===== config.mk =====
export PLATFORM = sky130hd
export DESIGN_NAME = acc_top
export DESIGN_NICKNAME = d
export VERILOG_FILES = /design/src/core/acc_pkg.sv /design/src/core/acc_clkdiv.sv /design/src/core/acc_top.sv
export SDC_FILE = /design/constraint.sdc
export NUM_CORES = 1
export LEC_CHECK = 0
export BUFFER_PORTS_ARGS = -buffer_cell sky130_fd_sc_hd__buf_2
export CORE_MARGIN = 8
export CORE_UTILIZATION = 50
export DETAILED_ROUTE_END_ITERATION = 10
export GPL_ROUTABILITY_DRIVEN = 0
export GPL_TIMING_DRIVEN = 1
export PLACE_DENSITY = 0.82
export RECOVER_POWER = 100
export SLEW_MARGIN = 20
export SYNTH_ARGS = -nofsm -noshare
export SYNTH_HDL_FRONTEND = slang
export SYNTH_HIERARCHICAL = 1
export SYNTH_SLANG_ARGS = --single-unit

===== constraint.sdc =====
create_clock -name clk -period 2.2 [get_ports clk]
set_input_delay 0.11 -clock clk [delete_from_list [all_inputs] [get_ports clk]]
set_output_delay 0.11 -clock clk [all_outputs]
set_load 0.01 [all_outputs]

===== src/core/acc_pkg.sv =====
package acc_pkg;
    // control byte layout: start, reserved, pin select, channel select
    localparam int CTRL_START_BIT = 7;
    localparam int CTRL_PIN_LSB   = 3;
    localparam int CTRL_CH_LSB    = 0;
    localparam int SEL_W          = 3;
    localparam int CODE_W         = 12;
    localparam logic [11:0] CODE_FULL_SCALE = 12'h0FFF;
    localparam logic [11:0] CODE_MSB_TRIAL  = 12'h0800;
    localparam logic [11:0] CODE_RESET      = 12'h0000;
    localparam logic [7:0]  BYTE_RESET      = 8'h00;
    localparam logic [7:0]  CTRL_AN0_FOUR_PINS = 8'h20;
    localparam logic [7:0]  MASK_FOUR_PINS     = 8'h0F;
    // conversion sequencing, counted in conversion clock ticks
    localparam int CONV_TICKS   = 16;
    localparam int SAMPLE_TICKS = 2;
    localparam logic [3:0] TICK_TRIAL  = 4'h2;
    localparam logic [3:0] TICK_LAST   = 4'hF;
    // system clocks per conversion clock per step of the select field
    localparam int DIV_UNIT = 4;
    localparam logic [5:0] DIV_RESET = 6'h00;

    // shared port A pins 1..3, index 0 is pin 1
    typedef struct packed {
        logic [2:0] data;
        logic [2:0] drive_en;
        logic [2:0] pullup_en;
    } acc_pa_t;
    localparam acc_pa_t PA_RESET = '0;
endpackage : acc_pkg


===== src/core/acc_clkdiv.sv =====
`timescale 1ns/1ps
module acc_clkdiv (
    // clock and reset
    input  wire logic       clk,
    input  wire logic       rst_b,
    // control
    input  wire logic       restart,
    input  wire logic [2:0] sel,
    // one-cycle conversion clock enable
    output logic            tick
);
    logic [5:0] cnt;
    // divide by (sel+1) units, so the slowest select gives eight times the fastest
    wire  [5:0] div_last = 6'((32'(sel) + 1) * acc_pkg::DIV_UNIT - 1);
    wire        wrap     = (cnt >= div_last);

    // restart realigns the phase to the start of a conversion
    always_ff @(posedge clk or negedge rst_b) begin
        if (!rst_b) begin
            cnt  <= acc_pkg::DIV_RESET;
            tick <= 1'b0;
        end else begin
            cnt  <= (restart || wrap) ? acc_pkg::DIV_RESET : cnt + 6'h01;
            tick <= wrap && !restart;
        end
    end
endmodule : acc_clkdiv


===== src/core/acc_top.sv =====
`timescale 1ns/1ps
// Functional notes
// - pin select zero, whatever the channel select, means no pin on the converter, plain I/O, analog powered down.
// - completion shows both on the pending flag and on the interrupt request pulse.
// - the pending flag is high while a conversion is outstanding and low once the result is ready.
// - a conversion takes sixteen conversion clock periods from start to completion.
// - the result is a 12-bit code with full scale FFF, one step being the reference over 4096.
// - a half-step offset moves code transitions half a step early.
// - the result is readable as a low byte and a high byte after completion.
// - control value 00100000B makes four port B pins analog and connects analog input zero.
// - comparator enable low leaves all three shared port A pins as normal I/O.
// - comparator enable high routes pins 1 and 2 to the inputs, and pin 3 to the output only with comparator output enable also high.
// - while enabled the port bits of pins 1 and 2 do nothing but pin 3 stays readable.
// - comparator output enable drops the pull-ups and the normal driver of the output pin.
// - with comparator output enable, reading pin 3 returns the comparator output.
module acc_top (
    // clock and reset
    input  wire logic        clk,
    input  wire logic        rst_b,
    // converter control from software
    input  wire logic [7:0]  adc_control_reg,
    input  wire logic [2:0]  adc_clock_select_reg,
    // analog side of the converter
    input  wire logic        sar_cmp_in,
    output logic [11:0]      sar_trial_code,
    output logic             sample_hold,
    output logic             half_lsb_offset_en,
    output logic             adc_powered,
    output logic [2:0]       adc_mux_channel,
    output logic [7:0]       port_b_analog_mask,
    input  wire logic [7:0]  port_b_pullup_cfg,
    output logic [7:0]       port_b_pullup_en,
    // converter status and result
    output logic             conversion_pending_flag,
    output logic             adc_irq,
    output logic [7:0]       result_low,
    output logic [7:0]       result_high,
    // comparator control and analog output
    input  wire logic        comparator_enable,
    input  wire logic        comparator_output_pin_enable,
    input  wire logic        comparator_raw,
    output logic             comparator_powered,
    // shared port A pins 1..3
    input  acc_pkg::acc_pa_t port_a_cfg,
    input  wire logic [2:0]  port_a_pin_in,
    output acc_pkg::acc_pa_t port_a_pins,
    output logic [2:0]       port_a_read
);
    // field decode
    wire [2:0] pin_sel = adc_control_reg[acc_pkg::CTRL_PIN_LSB +: acc_pkg::SEL_W];
    wire [2:0] ch_sel  = adc_control_reg[acc_pkg::CTRL_CH_LSB +: acc_pkg::SEL_W];
    wire       start   = adc_control_reg[acc_pkg::CTRL_START_BIT];
    wire       powered = (pin_sel != 3'h0);

    // two-flop synchronisers for analog comparator and pin inputs
    logic [4:0] sync1;
    logic [4:0] sync2;
    always_ff @(posedge clk or negedge rst_b) begin
        if (!rst_b) begin
            sync1 <= 5'h00;
            sync2 <= 5'h00;
        end else begin
            sync1 <= {sar_cmp_in, comparator_raw, port_a_pin_in};
            sync2 <= sync1;
        end
    end
    wire       sar_cmp_s = sync2[4];
    wire       cmp_s     = sync2[3];
    wire [2:0] pin_s     = sync2[2:0];

    // start edge tracking; software drives start on this clock
    logic start_q;
    always_ff @(posedge clk or negedge rst_b) begin
        if (!rst_b) start_q <= 1'b0;
        else        start_q <= start;
    end
    wire start_fall = start_q && !start && powered;

    logic tick;
    acc_clkdiv u_div (
        .clk     (clk),
        .rst_b   (rst_b),
        .restart (start || start_fall),
        .sel     (adc_clock_select_reg),
        .tick    (tick)
    );

    // successive approximation sequencer
    logic        busy;
    logic [3:0]  step;
    logic [11:0] trial;
    wire         step_tick = busy && tick;
    wire         done      = step_tick && (step == acc_pkg::TICK_LAST);
    wire [3:0]   res_bit   = 4'(14 - 32'(step));
    wire [3:0]   set_bit   = 4'(13 - 32'(step));
    wire         resolving = (step > acc_pkg::TICK_TRIAL) && (step < acc_pkg::TICK_LAST);
    // a bit stays set only when the input sits above the trial level
    wire [11:0]  kept      = sar_cmp_s ? trial : (trial & ~(12'h0001 << res_bit));
    wire [11:0]  next_trial =
        (step == acc_pkg::TICK_TRIAL) ? acc_pkg::CODE_MSB_TRIAL :
        (resolving && step <= 4'hD)   ? (kept | (12'h0001 << set_bit)) :
        resolving                     ? kept : trial;

    // start high resets; fall launches; the last tick ends the conversion
    always_ff @(posedge clk or negedge rst_b) begin
        if (!rst_b) begin
            busy  <= 1'b0;
            step  <= 4'h0;
            trial <= acc_pkg::CODE_RESET;
        end else if (start || !powered) begin
            busy  <= 1'b0;
            step  <= 4'h0;
            trial <= acc_pkg::CODE_RESET;
        end else if (start_fall) begin
            busy  <= 1'b1;
            step  <= 4'h0;
        end else if (step_tick) begin
            busy  <= !done;
            step  <= step + 4'h1;
            trial <= next_trial;
        end
    end

    // pin mask: low pin_sel pins become analog, the rest stay port pins
    wire  [7:0] next_mask;
    genvar gi;
    generate
        for (gi = 0; gi < 8; gi++) begin : g_mask
            assign next_mask[gi] = (gi < 32'(pin_sel));
        end
    endgenerate

    // comparator pin sharing
    wire cmp_on  = comparator_enable;
    wire cmp_out = comparator_enable && comparator_output_pin_enable;
    acc_pkg::acc_pa_t next_pa;
    assign next_pa.data      = {cmp_out ? cmp_s : port_a_cfg.data[2], port_a_cfg.data[1:0]};
    assign next_pa.drive_en  = {cmp_out | port_a_cfg.drive_en[2],
                                cmp_on ? 2'b00 : port_a_cfg.drive_en[1:0]};
    assign next_pa.pullup_en = cmp_out ? 3'b000 :
                               {port_a_cfg.pullup_en[2],
                                cmp_on ? 2'b00 : port_a_cfg.pullup_en[1:0]};
    wire [2:0] next_read = {cmp_out ? cmp_s : pin_s[2],
                            cmp_on ? 2'b00 : pin_s[1:0]};

    // pending: set by a start, cleared at completion, holds its value otherwise
    wire next_pending = start ? 1'b1 : (done ? 1'b0 : conversion_pending_flag);

    // every output comes from a flip-flop
    always_ff @(posedge clk or negedge rst_b) begin
        if (!rst_b) begin
            conversion_pending_flag <= 1'b0;
            adc_irq            <= 1'b0;
            result_low         <= acc_pkg::BYTE_RESET;
            result_high        <= acc_pkg::BYTE_RESET;
            sar_trial_code     <= acc_pkg::CODE_RESET;
            sample_hold        <= 1'b0;
            half_lsb_offset_en <= 1'b0;
            adc_powered        <= 1'b0;
            adc_mux_channel    <= 3'h0;
            port_b_analog_mask <= 8'h00;
            port_b_pullup_en   <= 8'h00;
            comparator_powered <= 1'b0;
            port_a_pins        <= acc_pkg::PA_RESET;
            port_a_read        <= 3'h0;
        end else begin
            conversion_pending_flag <= next_pending;
            adc_irq            <= done;
            if (done) begin
                result_low  <= kept[7:0];
                result_high <= {4'h0, kept[11:8]};
            end
            sar_trial_code     <= trial; // settled code only, the decision must not feed back
            sample_hold        <= busy && (step < 4'(acc_pkg::SAMPLE_TICKS));
            half_lsb_offset_en <= powered;
            adc_powered        <= powered;
            adc_mux_channel    <= powered ? ch_sel : 3'h0;
            port_b_analog_mask <= next_mask;
            port_b_pullup_en   <= port_b_pullup_cfg & ~next_mask;
            comparator_powered <= cmp_on;
            port_a_pins        <= next_pa;
            port_a_read        <= next_read;
        end
    end

    // ---- checks ----
    logic [4:0] ticks_seen;
    always_ff @(posedge clk or negedge rst_b) begin
        if (!rst_b)          ticks_seen <= 5'h00;
        else if (start_fall) ticks_seen <= 5'h00;
        else if (step_tick)  ticks_seen <= ticks_seen + 5'h01;
    end

    property p_power_down;
        @(posedge clk) disable iff (!rst_b)
        (pin_sel == 3'h0) |=> (!adc_powered && port_b_analog_mask == 8'h00);
    endproperty
    a_power_down: assert property (p_power_down) else $error("converter not idle");

    property p_start_reset;
        @(posedge clk) disable iff (!rst_b)
        start |=> (conversion_pending_flag && !busy);
    endproperty
    a_start_reset: assert property (p_start_reset) else $error("start did not reset");

    property p_fall_begins;
        @(posedge clk) disable iff (!rst_b)
        start_fall |=> busy;
    endproperty
    a_fall_begins: assert property (p_fall_begins) else $error("conversion not begun");

    property p_done_signals;
        @(posedge clk) disable iff (!rst_b)
        done |=> (adc_irq && !conversion_pending_flag) ##1 !adc_irq;
    endproperty
    a_done_signals: assert property (p_done_signals) else $error("bad completion");

    property p_pending_holds;
        @(posedge clk) disable iff (!rst_b)
        (busy && !start) |=> conversion_pending_flag || $past(done);
    endproperty
    a_pending_holds: assert property (p_pending_holds) else $error("pending dropped");

    property p_sixteen;
        @(posedge clk) disable iff (!rst_b)
        done |-> (ticks_seen == 5'(acc_pkg::CONV_TICKS - 1));
    endproperty
    a_sixteen: assert property (p_sixteen) else $error("wrong tick count");

    property p_result;
        @(posedge clk) disable iff (!rst_b)
        done |=> ({result_high[3:0], result_low} == $past(kept)) && result_high[7:4] == 4'h0;
    endproperty
    a_result: assert property (p_result) else $error("result mismatch");

    property p_an0_four;
        @(posedge clk) disable iff (!rst_b)
        (adc_control_reg == acc_pkg::CTRL_AN0_FOUR_PINS) |=>
            (port_b_analog_mask == acc_pkg::MASK_FOUR_PINS && adc_mux_channel == 3'h0);
    endproperty
    a_an0_four: assert property (p_an0_four) else $error("AN0 setup wrong");

    property p_cmp_off;
        @(posedge clk) disable iff (!rst_b)
        !comparator_enable |=> (port_a_pins == $past(port_a_cfg));
    endproperty
    a_cmp_off: assert property (p_cmp_off) else $error("pins not plain I/O");

    property p_cmp_out;
        @(posedge clk) disable iff (!rst_b)
        (comparator_enable && comparator_output_pin_enable) |=>
            (port_a_pins.drive_en == 3'b100 && port_a_pins.pullup_en == 3'b000
             && port_a_read[2] == $past(cmp_s) && port_a_read[1:0] == 2'b00);
    endproperty
    a_cmp_out: assert property (p_cmp_out) else $error("comparator routing wrong");

    c_conversion: cover property (@(posedge clk) disable iff (!rst_b) done);
    c_an0:        cover property (@(posedge clk) disable iff (!rst_b)
                                  start_fall && ch_sel == 3'h0);
    c_cmp_out:    cover property (@(posedge clk) disable iff (!rst_b) cmp_out && cmp_s);
    c_full_scale: cover property (@(posedge clk) disable iff (!rst_b)
                                  done && kept == acc_pkg::CODE_FULL_SCALE);
endmodule : acc_top


==> impl_metrics.csv, run 1 <==
group,metric,value,unit
outcome,status,"completed",
pwr,power,3090,uW
finish,mostFrequentLayoutCells,"dfrtp_1 (94), clkbuf_1 (67), buf_2 (31)",
sta,max_freq,474,MHz
finish,final_common_cell,"dfrtp_1",
setup_path,critPathKind,"in2reg",
finish,nNetsFinal,519,
setup_path,critical-path-max-stage-delay,540,ps
cts,cts_setup_buffers,0,
route,wirelength,9360,um
cts,cts_root_buffer,"clkbuf_8",
global_routing,antenna_found_initial,0,
sta,skew,9.99,ps
pwr,ir_drop,329,uV
setup_path,regToRegStartpoint,"step[1]$_DFFE_PN0P_",
hold_path,min_to,"port_b_analog_mask[2]$_DFF_PN0_",
logic_synthesis,synthAdderAreaFrac,4.65,%
hold_path,hold_depth,2,
setup_path,cp_slowest_cell,"dlygate4sd3_1",
floorplanning,ioPinCount,102,
route,ant_nets,0,
setup_path,critPathRequiredTime,2490,ps
sta,finalCritPeriodShare,95.8,%
setup_path,critPathCaptureType,"register",
job,max_cap_violations,0,
placement,dpl-instance-area,0.00464,sq mm
finish,layout-drive-gt1-share,18.0,%
floorplanning,design.core.area,0.00777,sq mm
floorplanning,fp.dieArea,0.0112,sq mm
setup_path,worst_r2r_endpoint,"trial[0]$_DFFE_PN0P_",
route,firstDrtPassIters,4,
logic_synthesis,synth.cell_area,0.00404,sq mm
hold_path,hp-start,"adc_control_reg[3]",
logic_synthesis,synthMuxAreaShare,1.08,%
logic_synthesis,synth-compound-area-share,7.78,%
sta,period_needed,2110,ps
global_routing,grt_first_pass_wirelength,15400,um
placement,portBuffers,95,
route,drt-vias-per-instance,5.17,
sta,tightest_slew,1070,ps
floorplanning,initial_core_util,52.0,%
finish,area_delta_synth_final,24.7,%
cts,clock_path_buffers,2,
pwr,cellPowerDensity,613,mW/mm^2
logic_synthesis,synth_cells,333,
cts,clkSinkCount,94,
cts,htreeDepth,3,
cts,numCtsBuffers,9,
sta,maxSlewViolCount,0,
finish,regArea,0.00235,sq mm
logic_synthesis,synth-xor-area-share,2.39,%
setup_path,crit_buf_inv,4,
sta,final-hold-violation-count,0,
logic_synthesis,yosys.area_share.simple,20.2,%
cts,worstSkewPairLatency,360,ps
logic_synthesis,synth-edff-count,0,
finish,antennaDiodeCount,0,
logic_synthesis,synth_cell_types,55,
logic_synthesis,async_reset_ff_share,100,%
cts,path_clk_slew,90,ps
finish,multi_input_area,0.00150,sq mm
logic_synthesis,synth-seq-cells,94,
finish,fill_cells,623,
hold_path,hp-class,"in2reg",
cts,cts_tree,"yes",
route,via_count,2967,
logic_synthesis,yosysSeqAreaShare,58.3,%
floorplanning,row_count,32,
pwr,p_leak,0.00225,uW
setup_path,arrival,2400,ps
global_routing,grt_max_degree,49,
logic_synthesis,syn_avg_cell_area,12.1,sq um
logic_synthesis,synth_top_flop_cell,"dfrtp_1",
setup_path,r2r_setup_slack,150,ps
sta,relSlewSlack,28.9,%
global_routing,grt_pass1_vias,3116,
setup_path,critPathMaxFanout,8,
setup_path,path_delay_family,"buffers and inverters",
setup_path,rr_worst_depth,8,
setup_path,start_kind,"input pin",
sta,rsz0062_at_grt,"false",
route,drc,0,
route,drt_iter0_drc,158,
finish,finish.instance_area,0.00503,sq mm
logic_synthesis,yosys_warnings,6,
sta,finalSetupTns,0,ps
route,wire_per_inst,16.3,um
global_routing,track_usage,16.8,%
global_routing,grt-ovfl-total,0,
placement,dpl.hpwl,6510,um
floorplanning,die_width,106,um
setup_path,critical_path.cell_chain,"dlygate4sd3_1, clkbuf_1, nor3_2, buf_4, inv_1, a21o_1, or2_1, nor2_2",
sta,setup_viol,0,
floorplanning,die_h,106,um
logic_synthesis,synth_top_family_by_area,"simple AND/OR/NAND/NOR gates",
registers in the layout, summed over array words and instances, names as in the netlist, 5 cells and up:
signal and cells:
sar_trial_code 12, trial 12, port_a_pins 9, port_b_pullup_en 8, result_low 8, port_b_analog_mask 7
u_div/cnt 6, sync1 5, sync2 5
cell families after synthesis:
group | after synthesis
simple gates | 124
compound gates | 41
flops | 94
xor+xnor | 11
mux | 3
other cells | 1
buf+inv | 44
fa+ha+maj | 15
through the flow:
step	hold WS (ps)	util [%]	instances	setup slack, ps
3_3_place_gp	133	59.8	528	92.7
4_1_cts	25.2	65.9	573	59.2
6_report	44.5	64.8	574	91.8
5_1_grt	39.4	64.8	574	19.9
2_1_floorplan	-186	-	337	310
3_5_place_dp	145	59.8	528	16.1
worst max-delay path by stage:
stage                                         to  cells after the start           startpoint  slack, ps
after floorplan            trial[11]$_DFFE_PN0P_                      6  step[1]$_DFFE_PN0P_        310
after global placement      trial[7]$_DFFE_PN0P_                      5  step[1]$_DFFE_PN0P_         90
after detailed placement    trial[0]$_DFFE_PN0P_                      5  step[1]$_DFFE_PN0P_         20
after CTS                   trial[0]$_DFFE_PN0P_                      5  step[1]$_DFFE_PN0P_         60
after global routing         step[3]$_DFFE_PN0P_                      3                rst_b         20
final                     u_div/cnt[4]$_DFF_PN0_                      8   adc_control_reg[5]         90
Yosys cell counts, types with 5 or more instances:
library cell  count  area [sq um]
nor2_2            5          31.3
nand2_1          16          60.1
o221ai_1         11          96.3
a21o_1            5          37.5
nand4_1          12          75.1
o31ai_1          12          90.1
nor2_1            8          30.0
xnor2_1           8          70.1
inv_1            27           101
nor3_1           14          70.1
nor3_2            9          90.1
and2_1            7          43.8
buf_4             8          60.1
dfrtp_1          94          2350
nor2b_1          12          75.1
nand3_1          14          70.1
ha_1             15           188
per-layer routing:
layer  vias to the layer above  track usage [%]  part of all wire (%)
met4                         0             5.83                   1.8
met1                      1433             18.8                    40
met3                        13             4.63                   5.6
li1                       1417                -                     -
met5                         -                0                     0
met2                       104             30.1                    52
layout make-up:
type / count / area share (%)
flip-flops and latches: 94 / 46.7
clock inverters: 5 / 0.845
well taps: 102 / 2.53
multi-input cells: 200 / 29.8
repair buffers: 135 / 15.3
clock buffers: 11 / 2.81
inverters: 27 / 2.01
what timing repair did:
item | in CTS | in global routing
hold endpoints to repair | 74 | 0
cloned | 0 | 1
setup endpoints to repair | 1 | 11
hold buffers | 29 | 0
pin swaps | 1 | 1
gates resized for setup | 0 | 4
report_power, final:
| part | leakage [uW] | switching [uW] | total (uW) | internal (uW) |
|---|---|---|---|---|
| clock network | 0.0000958 | 600 | 1060 | 456 |
| logic | 0.000936 | 134 | 238 | 104 |
| registers | 0.00122 | 18.8 | 1790 | 1770 |
Note: power is estimated with default switching activity, not from simulation.
==> run 2: changes to the inputs <==
HOLD_SLACK_MARGIN = 0.08   (was not set)
==> impl_metrics.csv, run 2 (synthesis results as in run 1) <==
group,metric,value,unit
setup_path,rr_worst_depth,8,
floorplanning,die_width,106,um
cts,path_clk_slew,90,ps
cts,clkSinkCount,94,
pwr,cellPowerDensity,608,mW/mm^2
floorplanning,initial_core_util,52.0,%
global_routing,grt_pass1_vias,3150,
pwr,ir_drop,328,uV
hold_path,min_to,"port_a_pins[8]$_DFF_PN0_",
finish,layout-drive-gt1-share,17.8,%
finish,antennaDiodeCount,0,
sta,max_freq,473,MHz
global_routing,grt-ovfl-total,0,
cts,cts_tree,"yes",
cts,numCtsBuffers,9,
hold_path,hold_depth,3,
global_routing,grt_max_degree,49,
setup_path,critPathCaptureType,"register",
placement,dp_slack,16.1,ps
setup_path,regToRegStartpoint,"step[1]$_DFFE_PN0P_",
route,wire_per_inst,16.3,um
finish,mostFrequentLayoutCells,"dfrtp_1 (94), clkbuf_1 (67), dlygate4sd3_1 (35)",
finish,nNetsFinal,525,
setup_path,arrival,2400,ps
finish,finish.instance_area,0.00509,sq mm
finish,fill_cells,622,
sta,finalCritPeriodShare,96.2,%
finish,area_delta_synth_final,26.2,%
sta,skew,10.7,ps
route,ant_nets,0,
cts,clock_path_buffers,2,
cts,cts_root_buffer,"clkbuf_8",
placement,dpl.hpwl,6510,um
sta,finalSetupTns,0,ps
sta,setup_viol,0,
setup_path,critPathRequiredTime,2490,ps
route,via_count,3020,
route,wirelength,9480,um
sta,maxSlewViolCount,0,
global_routing,track_usage,16.9,%
floorplanning,design.core.area,0.00777,sq mm
floorplanning,die_h,106,um
sta,period_needed,2120,ps
hold_path,hp-class,"in2reg",
setup_path,r2r_setup_slack,140,ps
placement,portBuffers,95,
global_routing,grt_first_pass_wirelength,15500,um
route,drt-vias-per-instance,5.21,
finish,top_regs,"sar_trial_code: 12 flops, trial: 12 flops, port_a_pins: 9 flops",
setup_path,critPathMaxFanout,8,
setup_path,worst_r2r_endpoint,"trial[0]$_DFFE_PN0P_",
floorplanning,fp.dieArea,0.0112,sq mm
sta,final-hold-violation-count,0,
global_routing,antenna_found_initial,0,
floorplanning,ioPinCount,102,
route,drt_iter0_drc,128,
sta,timing.final.ws_setup,83.6,ps
outcome,status,"completed",
sta,rsz0062_at_grt,"false",
route,firstDrtPassIters,5,
finish,final_common_cell,"dfrtp_1",
pwr,p_leak,0.00228,uW
route,drc,0,
job,max_cap_violations,0,
floorplanning,row_count,32,
cts,cts_setup_buffers,0,
sta,tightest_slew,1060,ps
setup_path,critPathKind,"in2reg",
hold_path,hp-start,"comparator_output_pin_enable",
cts,htreeDepth,3,
setup_path,start_kind,"input pin",
cts,worstSkewPairLatency,360,ps
sta,relSlewSlack,29.5,%
placement,dpl-instance-area,0.00464,sq mm
run 2: cell count changes in the layout (fill, tap and decap cells not counted):
| cell | delta |
|---|---|
| dlygate4sd3_1 | +6 |
run 2: critical path, cell delays in order:
cell           delay (ps)
dlygate4sd3_1         550
clkbuf_1              200
nor3_2                480
buf_4                 240
inv_1                 110
a21o_1                200
or2_1                 370
nor2_2                150
run 2: timing repair:
item / CTS / global route
cloned: 0 / 1
pin swaps: 1 / 1
gates resized for setup: 0 / 4
endpoints found under the hold margin: 82 / 0
endpoints found under the setup margin: 1 / 11
hold buffers: 35 / 0
run 2: per-stage QoR:
step | util, % | hold WS [ps] | instances | power [uW]
finish | 65.6 | 134 | 580 | 3100
detailed placement | 59.8 | 145 | 528 | 2040
floorplan | - | -186 | 337 | 1910
global route | 65.6 | 120 | 580 | 3240
global placement | 59.8 | 133 | 528 | 2030
CTS | 66.7 | 92.3 | 579 | 3140
run 2: worst max-delay path by stage:
| stage | start | end | slack (ps) | cells past startpoint |
|---|---|---|---|---|
| floorplan | step[1]$_DFFE_PN0P_ | trial[11]$_DFFE_PN0P_ | 310 | 6 |
| global placement | step[1]$_DFFE_PN0P_ | trial[7]$_DFFE_PN0P_ | 90 | 5 |
| detailed placement | step[1]$_DFFE_PN0P_ | trial[0]$_DFFE_PN0P_ | 20 | 5 |
| CTS | step[1]$_DFFE_PN0P_ | trial[0]$_DFFE_PN0P_ | 60 | 5 |
| global route | rst_b | step[3]$_DFFE_PN0P_ | 20 | 3 |
| finish | adc_control_reg[5] | u_div/cnt[4]$_DFF_PN0_ | 80 | 8 |
run 2: final cells by class:
cell class	instances	area [sq um]	area share, %
clock buffers	11	141	2.78
clock inverters	5	42.5	0.835
inverters	27	101	1.99
multi-input cells	200	1500	29.4
flip-flops and latches	94	2350	46.2
well taps	102	128	2.50
repair buffers	141	831	16.3
run 2: power by group:
part           total, uW  switching [uW]  internal [uW]
registers           1790            18.7           1770
clock network       1060             601            456
logic                247             135            112
total               3100             755           2340
run 2: per-layer routing:
layer,track usage (%),up-vias,wire [um]
met5,0,-,0
met4,6.63,0,253
met3,4.57,22,514
met2,29.6,105,4870
met1,19.2,1461,3840
li1,-,1432,-
==> run 3: changes to the inputs <==
MAX_ROUTING_LAYER = met4   (was not set)
REMOVE_ABC_BUFFERS = 1   (was not set)
SKIP_CTS_REPAIR_TIMING = 1   (was not set)
==> impl_metrics.csv, run 3 (synthesis results as in run 1) <==
group,metric,value,unit
finish,antennaDiodeCount,0,
cts,clkSinkCount,94,
placement,portBuffers,95,
finish,nNetsFinal,524,
floorplanning,design.core.area,0.00777,sq mm
sta,hold_ws,126,ps
job,max_cap_violations,0,
global_routing,track_usage,15.5,%
sta,maxSlewViolCount,0,
cts,worstSkewPairLatency,360,ps
placement,dpl.hpwl,6310,um
cts,cts_root_buffer,"clkbuf_8",
route,wire_per_inst,15.3,um
pwr,power,3080,uW
cts,htreeDepth,3,
route,drt_iter0_drc,117,
sta,setup_viol,0,
sta,max_freq,495,MHz
placement,place_inst,529,
global_routing,grt_max_degree,55,
pwr,p_seq_share,58.2,%
sta,finalSetupTns,0,ps
sta,tightest_slew,1260,ps
floorplanning,die_width,106,um
global_routing,grt-ovfl-total,0,
floorplanning,initial_core_util,52.0,%
floorplanning,ioPinCount,102,
outcome,status,"completed",
setup_path,critPathCaptureType,"register",
sta,skew,17.6,ps
pwr,cellPowerDensity,611,mW/mm^2
sta,relSlewSlack,15.8,%
route,drt-vias-per-instance,5.07,
sta,period_needed,2020,ps
pwr,internal_power,2310,uW
pwr,p_leak,0.00226,uW
pwr,power.switching,766,uW
route,drc,0,
route,via_count,2936,
cts,cts_tree,"yes",
setup_path,cp_slowest_cell,"dfrtp_1",
floorplanning,fp.dieArea,0.0112,sq mm
finish,fin_cells,579,
pwr,p_comb_share,7.8,%
sta,finalCritPeriodShare,91.9,%
cts,path_clk_slew,90,ps
sta,final-hold-violation-count,0,
cts,numCtsBuffers,9,
setup_path,start_kind,"register",
setup_path,critPathKind,"reg2reg",
pwr,swShare,24.9,%
pwr,ir_drop,343,uV
finish,mostFrequentLayoutCells,"dfrtp_1 (94), clkbuf_1 (68), dlygate4sd3_1 (34)",
route,ant_nets,0,
cts,clock_path_buffers,2,
floorplanning,die_h,106,um
setup_path,critPathRequiredTime,2430,ps
finish,fill_cells,631,
route,wirelength,8890,um
setup_path,critical_path.cell_chain,"clkbuf_1, inv_1, ha_1, and4b_1, nor4_2, buf_2, nand4_1, o221ai_1",
global_routing,antenna_found_initial,0,
global_routing,grt_pass1_vias,2888,
finish,final_common_cell,"dfrtp_1",
setup_path,arrival,2250,ps
setup_path,critical-path-max-stage-delay,520,ps
floorplanning,row_count,32,
pwr,clockPowerShare,33.9,%
route,firstDrtPassIters,4,
hold_path,hp-class,"in2reg",
setup_path,critPathMaxFanout,9,
finish,area_delta_synth_final,24.7,%
finish,fin_util,64.8,%
finish,top_regs,"sar_trial_code: 12 flops, trial: 12 flops, port_a_pins: 9 flops",
finish,layout-drive-gt1-share,16.8,%
global_routing,grt_first_pass_wirelength,13900,um
==> run 3: changes by cell type in the layout (fill, tap and decap cells not counted), sizes merged <==
cell / delta
clkinv: -1
clkinvlp: +1
nor4: -1
buf: -1
inv: +2
dlygate4sd3: -1
==> run 3: metal layers <==
metal	part of all wire [%]	up-vias	global-route usage (%)	wire, um
li1	-	1428	-	-
met1	41	1407	17.7	3670
met2	51	85	25.4	4520
met3	6.0	16	4.75	532
met4	1.8	0	5.23	163
met5	0	-	-	0
==> run 3: stage by stage <==
stage               setup WS, ps  instance area [sq um]
floorplan                    132                   3930
global placement             133                   4650
detailed placement          19.2                   4650
CTS                          154                   4830
global route               -3.94                   5030
finish                       179                   5030
==> run 3: power by group through the flow <==
stage | Combinational, uW | Clock (uW) | Sequential [uW]
2_1_floorplan | 58.9 | 0 | 1840
3_3_place_gp | 203 | 0 | 1820
3_5_place_dp | 209 | 0 | 1820
4_1_cts | 210 | 1060 | 1790
5_1_grt | 270 | 1140 | 1800
6_report | 241 | 1040 | 1790
==> run 3: worst paths after layout <==
check	to	cells after the start	from	slack (ps)
min in group asynchronous	sar_trial_code[1]$_DFF_PN0_	2	rst_b	550
max reg2reg	trial[10]$_DFFE_PN0P_	8	step[1]$_DFFE_PN0P_	180
min	port_a_pins[2]$_DFF_PN0_	3	comparator_output_pin_enable	130
min reg2reg	sync2[1]$_DFF_PN0_	0	sync1[1]$_DFF_PN0_	360
max	trial[10]$_DFFE_PN0P_	8	step[1]$_DFFE_PN0P_	180
max in group asynchronous	sar_trial_code[9]$_DFF_PN0_	3	rst_b	410
==> run 3: critical path, delay by kind of cell (launching register included) <==
kind,cells,cell delay [ps]
compound gates,1,110
fa+ha+maj,1,190
buf+inv,3,610
simple gates,3,470
flops,1,520
==> run 3: layout make-up <==
cell class	count	area (sq um)	share of cell area (%)
clock buffer	9	124	2.46
clock inverter	7	55.1	1.09
inverter	27	101	2.01
multi-input combinational	199	1450	28.7
sequential	94	2350	46.7
tap	102	128	2.54
timing repair buffer	141	828	16.5
